## src/rtl/cbwd_pkg.sv

```systemverilog
// How it works
// - Memory window top registers keep bits 31 to 12 writable, so a top lands on any 4-kbyte page.
// - The low twelve bits of a memory window top read zero and writes to them are dropped.
// - A memory window claims only while its bottom or top value is nonzero, so both start closed.
// - Each memory window is flagged prefetchable or not from its own type bit.
// - Memory window bounds decide both host-to-card and card-to-host forwarding.
// - I/O window bottom bits 31 to 16 and 1 to 0 read zero, fixing the first 64-kbyte page and dword alignment.
// - I/O window bottom bits 15 to 2 are writable and set the window's lowest address.
// - I/O window top bits 15 to 2 are writable and set the window's top on dword steps.
// - I/O window top bits 31 to 16 read zero; the top stays in the first 64-kbyte page, as the bottom does.
// - The two low bits of an I/O top are taken as ones when comparing, so the last dword counts.
// - Writes to read-only bits of the I/O window tops have no effect.
// - An I/O window passes cycles only while its bottom or top is nonzero, so both start closed.
// - I/O window bounds decide both host-to-card and card-to-host forwarding.
// - An eight-bit scratch register resets to all ones, is read and written freely and steers nothing.
// - A type bit of one marks a memory window prefetchable, zero nonprefetchable, and both reset to one.
package cbwd_pkg;
  localparam logic [7:0] CBWD_OFS_MEM_BOT0 = 8'h1c;
  localparam logic [7:0] CBWD_OFS_MEM_TOP0 = 8'h20;
  localparam logic [7:0] CBWD_OFS_MEM_BOT1 = 8'h28;
  localparam logic [7:0] CBWD_OFS_MEM_TOP1 = 8'h24;
  localparam logic [7:0] CBWD_OFS_IO_BOT0 = 8'h2c;
  localparam logic [7:0] CBWD_OFS_IO_TOP0 = 8'h30;
  localparam logic [7:0] CBWD_OFS_IO_BOT1 = 8'h34;
  localparam logic [7:0] CBWD_OFS_IO_TOP1 = 8'h38;
  localparam logic [7:0] CBWD_OFS_IRQ_SCR = 8'h3c;
  localparam logic [7:0] CBWD_OFS_WIN_TYPE = 8'h40;
  localparam logic [31:0] CBWD_MEM_MASK = 32'hffff_f000;
  localparam logic [31:0] CBWD_MEM_LOW_ONES = 32'h0000_0fff;
  localparam logic [31:0] CBWD_IO_MASK = 32'h0000_fffc;
  localparam logic [31:0] CBWD_IO_LOW_ONES = 32'h0000_0003;
  localparam logic [31:0] CBWD_ZERO = 32'h0000_0000;
  localparam logic [7:0] CBWD_IRQ_RST = 8'hff;
  localparam logic [1:0] CBWD_TYPE_RST = 2'h3;
  localparam int CBWD_TYPE_W0 = 0;
  localparam int CBWD_TYPE_W1 = 1;

  // One window's bounds as seen by the compare logic
  typedef struct packed {
    logic [31:0] bottom;
    logic [31:0] top;
  } cbwd_win_t;

  // Register port request
  typedef struct packed {
    logic [7:0] addr;
    logic [31:0] wdata;
    logic wr;
    logic rd;
  } cbwd_req_t;

  // Decode answer for one lookup
  typedef struct packed {
    logic mem_hit;
    logic mem_win;
    logic prefetch;
    logic io_hit;
    logic io_win;
  } cbwd_hit_t;
endpackage

```

## src/rtl/cbwd_decode.sv

```systemverilog
// The address-and-strobe port was decided locally.
`timescale 1ns/10ps
// Window registers and forwarding decode for one socket function.
// Two independent lookups: one for host-side cycles heading to the card,
// one for card-side cycles heading to the host.
// Both lookups see the registers as they stood before a same-edge write,
// so a window retuned under traffic takes effect one cycle later.
// Window 0 wins where the two windows overlap; the answer names one window.
// The I/O compare uses all 32 address bits, so an I/O cycle outside the
// first 64-kbyte page never hits, whatever the window holds.
// A low clock enable freezes registers and answers alike; a strobe seen
// on a frozen edge is lost, not deferred.
module cbwd_decode
  import cbwd_pkg::*;
(
  input wire logic ref_clk,
  input wire logic rst,
  input wire logic clk_en,
  input wire cbwd_req_t req,
  output logic [31:0] rdata,
  input wire logic [31:0] host_addr,
  input wire logic host_is_io,
  input wire logic host_valid,
  output cbwd_hit_t host_hit,
  input wire logic [31:0] card_addr,
  input wire logic card_is_io,
  input wire logic card_valid,
  output cbwd_hit_t card_hit
);
  logic [31:0] mem_bot_ff [2];
  logic [31:0] mem_top_ff [2];
  logic [31:0] io_bot_ff [2];
  logic [31:0] io_top_ff [2];
  logic [7:0] irq_scr_ff;
  logic [1:0] win_type_ff;
  logic [31:0] rdata_ff;
  cbwd_hit_t host_hit_ff;
  cbwd_hit_t card_hit_ff;

  logic [31:0] nxt_rdata;
  logic [31:0] wmem;
  logic [31:0] wio;
  logic [1:0] h_mem;
  logic [1:0] h_io;
  logic [1:0] c_mem;
  logic [1:0] c_io;
  cbwd_hit_t nxt_host_hit;
  cbwd_hit_t nxt_card_hit;
  cbwd_win_t mem_win [2];
  cbwd_win_t io_win [2];

  // Register selects and gated strobes
  logic wr_go;
  logic rd_go;
  logic sel_mem_bot0;
  logic sel_mem_top0;
  logic sel_mem_bot1;
  logic sel_mem_top1;
  logic sel_io_bot0;
  logic sel_io_top0;
  logic sel_io_bot1;
  logic sel_io_top1;
  logic sel_irq_scr;
  logic sel_win_type;
  // Per-register write enables
  logic we_mem_bot0;
  logic we_mem_top0;
  logic we_mem_bot1;
  logic we_mem_top1;
  logic we_io_bot0;
  logic we_io_top0;
  logic we_io_bot1;
  logic we_io_top1;
  logic we_irq_scr;
  logic we_win_type;
  logic [31:0] scr_word;
  logic [31:0] type_word;

  // Write data trimmed to writable bits; read-only bits never stored
  assign wmem = req.wdata & CBWD_MEM_MASK;
  assign wio = req.wdata & CBWD_IO_MASK;

  // Combine a window pair into one answer; window 0 wins an overlap
  function automatic cbwd_hit_t pick(input logic [1:0] m,
                                     input logic [1:0] i,
                                     input logic is_io,
                                     input logic valid,
                                     input logic [1:0] pf);
    cbwd_hit_t h;
    h = '0;
    if (valid && !is_io && (m != 2'h0)) begin
      h.mem_hit = 1'b1;
      h.mem_win = !m[0];
      h.prefetch = m[0] ? pf[CBWD_TYPE_W0] : pf[CBWD_TYPE_W1];
    end
    if (valid && is_io && (i != 2'h0)) begin
      h.io_hit = 1'b1;
      h.io_win = !i[0];
    end
    return h;
  endfunction

  // Compare each window against both address sources
  genvar g;
  generate
    for (g = 0; g < 2; g++) begin : g_win
      assign mem_win[g] = '{bottom: mem_bot_ff[g], top: mem_top_ff[g]};
      assign io_win[g] = '{bottom: io_bot_ff[g], top: io_top_ff[g]};
      cbwd_range_cmp u_hmem (
        .win(mem_win[g]),
        .low_ones(CBWD_MEM_LOW_ONES),
        .addr(host_addr),
        .hit(h_mem[g])
      );
      cbwd_range_cmp u_cmem (
        .win(mem_win[g]),
        .low_ones(CBWD_MEM_LOW_ONES),
        .addr(card_addr),
        .hit(c_mem[g])
      );
      cbwd_range_cmp u_hio (
        .win(io_win[g]),
        .low_ones(CBWD_IO_LOW_ONES),
        .addr(host_addr),
        .hit(h_io[g])
      );
      cbwd_range_cmp u_cio (
        .win(io_win[g]),
        .low_ones(CBWD_IO_LOW_ONES),
        .addr(card_addr),
        .hit(c_io[g])
      );
    end
  endgenerate

  assign nxt_host_hit = pick(h_mem, h_io, host_is_io, host_valid,
                             win_type_ff);
  assign nxt_card_hit = pick(c_mem, c_io, card_is_io, card_valid,
                             win_type_ff);

  // Register selects, shared by the read and the write path
  assign sel_mem_bot0 = (req.addr == CBWD_OFS_MEM_BOT0);
  assign sel_mem_top0 = (req.addr == CBWD_OFS_MEM_TOP0);
  assign sel_mem_bot1 = (req.addr == CBWD_OFS_MEM_BOT1);
  assign sel_mem_top1 = (req.addr == CBWD_OFS_MEM_TOP1);
  assign sel_io_bot0 = (req.addr == CBWD_OFS_IO_BOT0);
  assign sel_io_top0 = (req.addr == CBWD_OFS_IO_TOP0);
  assign sel_io_bot1 = (req.addr == CBWD_OFS_IO_BOT1);
  assign sel_io_top1 = (req.addr == CBWD_OFS_IO_TOP1);
  assign sel_irq_scr = (req.addr == CBWD_OFS_IRQ_SCR);
  assign sel_win_type = (req.addr == CBWD_OFS_WIN_TYPE);

  // Strobes count only while running; a frozen edge drops them
  assign wr_go = clk_en && req.wr;
  assign rd_go = clk_en && req.rd;
  assign we_mem_bot0 = wr_go && sel_mem_bot0;
  assign we_mem_top0 = wr_go && sel_mem_top0;
  assign we_mem_bot1 = wr_go && sel_mem_bot1;
  assign we_mem_top1 = wr_go && sel_mem_top1;
  assign we_io_bot0 = wr_go && sel_io_bot0;
  assign we_io_top0 = wr_go && sel_io_top0;
  assign we_io_bot1 = wr_go && sel_io_bot1;
  assign we_io_top1 = wr_go && sel_io_top1;
  assign we_irq_scr = wr_go && sel_irq_scr;
  assign we_win_type = wr_go && sel_win_type;

  // Narrow registers padded to the bus width for read-back
  assign scr_word = {24'h000000, irq_scr_ff};
  assign type_word = {30'h00000000, win_type_ff};

  // Read decode; unmapped offsets answer zero
  always_comb begin
    nxt_rdata = CBWD_ZERO;
    if (sel_mem_bot0) begin
      nxt_rdata = mem_bot_ff[0];
    end else if (sel_mem_top0) begin
      nxt_rdata = mem_top_ff[0];
    end else if (sel_mem_bot1) begin
      nxt_rdata = mem_bot_ff[1];
    end else if (sel_mem_top1) begin
      nxt_rdata = mem_top_ff[1];
    end else if (sel_io_bot0) begin
      nxt_rdata = io_bot_ff[0];
    end else if (sel_io_top0) begin
      nxt_rdata = io_top_ff[0];
    end else if (sel_io_bot1) begin
      nxt_rdata = io_bot_ff[1];
    end else if (sel_io_top1) begin
      nxt_rdata = io_top_ff[1];
    end else if (sel_irq_scr) begin
      nxt_rdata = scr_word;
    end else if (sel_win_type) begin
      nxt_rdata = type_word;
    end
  end

  // Memory window bottoms; page bits only, low bits never stored
  always_ff @(posedge ref_clk) begin
    if (rst) begin
      mem_bot_ff[0] <= CBWD_ZERO;
      mem_bot_ff[1] <= CBWD_ZERO;
    end else begin
      if (we_mem_bot0) begin
        mem_bot_ff[0] <= wmem;
      end
      if (we_mem_bot1) begin
        mem_bot_ff[1] <= wmem;
      end
    end
  end

  // Memory window tops; zero reset keeps both windows closed
  always_ff @(posedge ref_clk) begin
    if (rst) begin
      mem_top_ff[0] <= CBWD_ZERO;
      mem_top_ff[1] <= CBWD_ZERO;
    end else begin
      if (we_mem_top0) begin
        mem_top_ff[0] <= wmem;
      end
      if (we_mem_top1) begin
        mem_top_ff[1] <= wmem;
      end
    end
  end

  // I/O window bottoms; dword steps inside the first page
  always_ff @(posedge ref_clk) begin
    if (rst) begin
      io_bot_ff[0] <= CBWD_ZERO;
      io_bot_ff[1] <= CBWD_ZERO;
    end else begin
      if (we_io_bot0) begin
        io_bot_ff[0] <= wio;
      end
      if (we_io_bot1) begin
        io_bot_ff[1] <= wio;
      end
    end
  end

  // I/O window tops; the low two bits are implied at compare time
  always_ff @(posedge ref_clk) begin
    if (rst) begin
      io_top_ff[0] <= CBWD_ZERO;
      io_top_ff[1] <= CBWD_ZERO;
    end else begin
      if (we_io_top0) begin
        io_top_ff[0] <= wio;
      end
      if (we_io_top1) begin
        io_top_ff[1] <= wio;
      end
    end
  end

  // Scratch byte for software; only the read-back path reads it
  always_ff @(posedge ref_clk) begin
    if (rst) begin
      irq_scr_ff <= CBWD_IRQ_RST;
    end else if (we_irq_scr) begin
      irq_scr_ff <= req.wdata[7:0];
    end
  end

  // Window type bits; both start prefetchable
  always_ff @(posedge ref_clk) begin
    if (rst) begin
      win_type_ff <= CBWD_TYPE_RST;
    end else if (we_win_type) begin
      win_type_ff <= req.wdata[1:0];
    end
  end

  // Read data stands one cycle, then falls back to zero
  always_ff @(posedge ref_clk) begin
    if (rst) begin
      rdata_ff <= CBWD_ZERO;
    end else if (clk_en) begin
      rdata_ff <= rd_go ? nxt_rdata : CBWD_ZERO;
    end
  end

  // Host-side answer, one cycle after the address
  always_ff @(posedge ref_clk) begin
    if (rst) begin
      host_hit_ff <= '0;
    end else if (clk_en) begin
      host_hit_ff <= nxt_host_hit;
    end
  end

  // Card-side answer, one cycle after the address
  always_ff @(posedge ref_clk) begin
    if (rst) begin
      card_hit_ff <= '0;
    end else if (clk_en) begin
      card_hit_ff <= nxt_card_hit;
    end
  end

  // Outputs straight from their flip-flops
  assign rdata = rdata_ff;
  assign host_hit = host_hit_ff;
  assign card_hit = card_hit_ff;
endmodule // cbwd_decode

```

## src/rtl/cbwd_range_cmp.sv

```systemverilog
`timescale 1ns/10ps
// Inclusive range check of one window, gated by its open state
module cbwd_range_cmp
  import cbwd_pkg::*;
(
  input wire cbwd_win_t win,
  input wire logic [31:0] low_ones,
  input wire logic [31:0] addr,
  output logic hit
);
  logic open_win;
  logic [31:0] eff_top;

  // Closed while both bounds are zero
  assign open_win = (win.bottom != CBWD_ZERO) || (win.top != CBWD_ZERO);
  assign eff_top = win.top | low_ones;
  assign hit = open_win && (addr >= win.bottom) && (addr <= eff_top);
endmodule // cbwd_range_cmp

```

## config.mk

```make
export PLATFORM = sky130hd
export DESIGN_NAME = cbwd_decode
export DESIGN_NICKNAME = d
export VERILOG_FILES = /design/src/rtl/cbwd_pkg.sv /design/src/rtl/cbwd_decode.sv /design/src/rtl/cbwd_range_cmp.sv
export SDC_FILE = /design/constraint.sdc
export NUM_CORES = 1
export LEC_CHECK = 0
export ABC_AREA = 1
export BUFFER_PORTS_ARGS = -buffer_cell sky130_fd_sc_hd__buf_4
export CAP_MARGIN = 25
export CORE_MARGIN = 2
export CORE_UTILIZATION = 40
export DETAILED_ROUTE_END_ITERATION = 7
export PLACE_DENSITY_LB_ADDON = 0.2
export SYNTH_ARGS = -nofsm -noshare
export SYNTH_HDL_FRONTEND = slang
export SYNTH_SLANG_ARGS = --single-unit
export TNS_END_PERCENT = 100
```

## constraint.sdc

```tcl
create_clock -name ref_clk -period 4.7 [get_ports ref_clk]
set_input_delay 0.235 -clock ref_clk [delete_from_list [all_inputs] [get_ports ref_clk]]
set_output_delay 0.235 -clock ref_clk [all_outputs]
set_load 0.02 [all_outputs]
```

==> reports/results.ini <==
[power]
ir_drop_v=0.000279
p_per_area_mw_per_mm2=244
power.leakage_nw=8.64
power.total_mw=4.29

[synthesis]
seq_area_frac_synth_pct=33.8
synthXorXnorAreaFrac_pct=0
synthAdderAreaFrac_pct=22.5
synth_edf_count=136
syn_inst=1971
synthArstFlopShare_pct=0
yosys_warnings=0
synth_top_area_share_pct=26.9
synthTopCellsByArea=edfxtp_1 (27%), ha_1 (22%), nand2_1 (12%), inv_1 (7.3%), dfxtp_1 (6.9%)
synth-compound-area-share_pct=11.9
synthSimpleGateAreaFrac_pct=23.4
ys_ff_latch=188
ys.flop_type=edfxtp_1
syn_avg_cell_area_sq_um=7.69
synth.mux.area_fraction_pct=0
synth_top_family_by_area=simple AND/OR/NAND/NOR gates
ys_types=35
synth.cell_area_sq_mm=0.0152
syn_nets=2356
yosys.area.top_type=edfxtp_1

[setup_path]
worst_setup_path_start_kind=flip-flop
crit_type=reg -> reg
path_max_fanout=3
crit_path_end_kind=flip-flop
required_ns=5.09
critPathArrivalTime_ns=2.83

[timing]
finalCritPeriodShare_pct=52.0
clock.fmax_mhz=409
fin_crit_ns=2.44
finalSetupViolations=0
tns_ns=0
finalHoldWorstSlack_ns=0.0989
grt_setup_unrepaired=no
setup_slack_ns=2.26
skew_ns=0.0308
tightestPinTransition_ns=0.828
slew_headroom_pct=44.7
hold_viol_final=0
slew_viol_final=0

[global_route]
antenna_found_initial=2
first_global_vias=13600
grt_util_all_layers_pct=28.3
grt-ovfl-total=0
grt_pass1_wl_um=81600
grt_max_degree=45

[finish]
utilization_pct=46.9
diodes=0
fin_cells=2651
fin_area_sq_mm=0.0176
drive_gt1_share_pct=10.4
final_common_cell=nand2_1
syn_to_final_growth_pct=15.9
nets=2512
layout_common_cells=nand2_1 (475), inv_1 (295), ha_1 (272), nor2_1 (232), buf_4 (163)

[floorplan]
core_sq_mm=0.0375
die-area_sq_mm=0.0395
die_y_um=199
rows=71
die_width_um=199
start_util_pct=40.4
io_pins=155

[placed_design]
place_area_sq_mm=0.0169
dp_cells=2615
dp_slack_ns=1.83
gp_congestion=0.985
port_buffers=154
hpwl_um=45300

[clocking]
cts-root-buf=clkbuf_16
htreeDepth=4
tritoncts=built
clk_latency_ns=0.49
path_clk_slew_ns=0.08
postCtsSetupBuffers=0
cts.path.max_buffers=2
hold_buffers=2
numCtsBuffers=17
cts.sinks=188
cts-resized-gates=0

[detailed_routing]
num_vias=14300
drc_errors=0
drtIter0Drc=1543
wl_um=55200
antenna_left=0
wl_per_cell_um=20.8
drtPass1Iterations=7
viasPerCell=5.40

[run]
drv_cap=0

[run_status]
status=finished clean

[worst_hold_path]
hold_path_class=in -> reg

## report_power, final
part | total [mW] | switching [mW] | internal, mW
Combinational | 0.921 | 0.599 | 0.322
Clock | 1.47 | 0.754 | 0.718
Sequential | 1.89 | 0.0561 | 1.84
Total | 4.29 | 1.41 | 2.88
## area by class of cell
class	instances	area [sq um]
flip-flops and latches	188	5120
well taps	511	639
clock inverters	15	173
inverters	305	1140
repair buffers	169	1300
clock buffers	17	425
fillers	3771	19900
multi-input cells	1446	8770
## synthesized netlist by cell type, types with 13 or more instances
library cell and number:
a21o_1 13, ha_1 272, nand3_1 56, inv_1 295, o221ai_1 17, nand2_1 475
nor4_1 17, dfxtp_1 52, o21ai_0 65, nor3_1 13, clkbuf_1 23, nor2_1 232
nand4_1 44, a21oi_1 156, o22ai_1 27, o211ai_1 17, edfxtp_1 136
## worst paths after layout
| check | start | to | slack [ns] | cells past startpoint |
|---|---|---|---|---|
| max | io_top_ff[0][26]$_DFFE_PP_ | host_hit[1]$_SDFFE_PP0P_ | 2.26 | 12 |
| min | req[4] | irq_scr_ff[2]$_SDFFE_PP1P_ | 0.1 | 3 |
| max reg2reg | io_top_ff[0][26]$_DFFE_PP_ | host_hit[1]$_SDFFE_PP0P_ | 2.26 | 12 |
| min reg2reg | rdata[6]$_SDFFE_PP0P_ | rdata[6]$_SDFFE_PP0P_ | 0.46 | 2 |
## cells by family after synthesis
group | count (synthesis)
adders and majority gates | 272
buffers and inverters | 337
AOI/OAI and AO/OA | 317
and+or+nand+nor | 857
DFF | 188
## registers in the layout, summed over array words and instances (netlist names)
register and cells:
win_type_ff 2, irq_scr_ff 8, mem_top_ff 40, card_hit 5
io_top_ff 28, io_bot_ff 28, rdata 32, mem_bot_ff 40
host_hit 5
## worst max-delay path, cell delays in order (launching register included)
cell and delay, ns:
edfxtp_1 0.36, inv_1 0.10, ha_1 0.29, nand2_1 0.06, inv_1 0.05, nand3_1 0.13, nor3_1 0.29, nand3_1 0.11
a21boi_0 0.54, nand3_1 0.17, nand2_1 0.09, nand2_1 0.05, a21oi_1 0.11
## layer usage
metal	up-vias	GRT usage, %	wire (um)
met4	0	7.44	1020
li1	6964	-	-
met2	628	42.3	23400
met3	51	5.14	4800
met5	-	0	0
met1	6683	41.8	26000
Note: power is estimated with default switching activity, not from simulation.
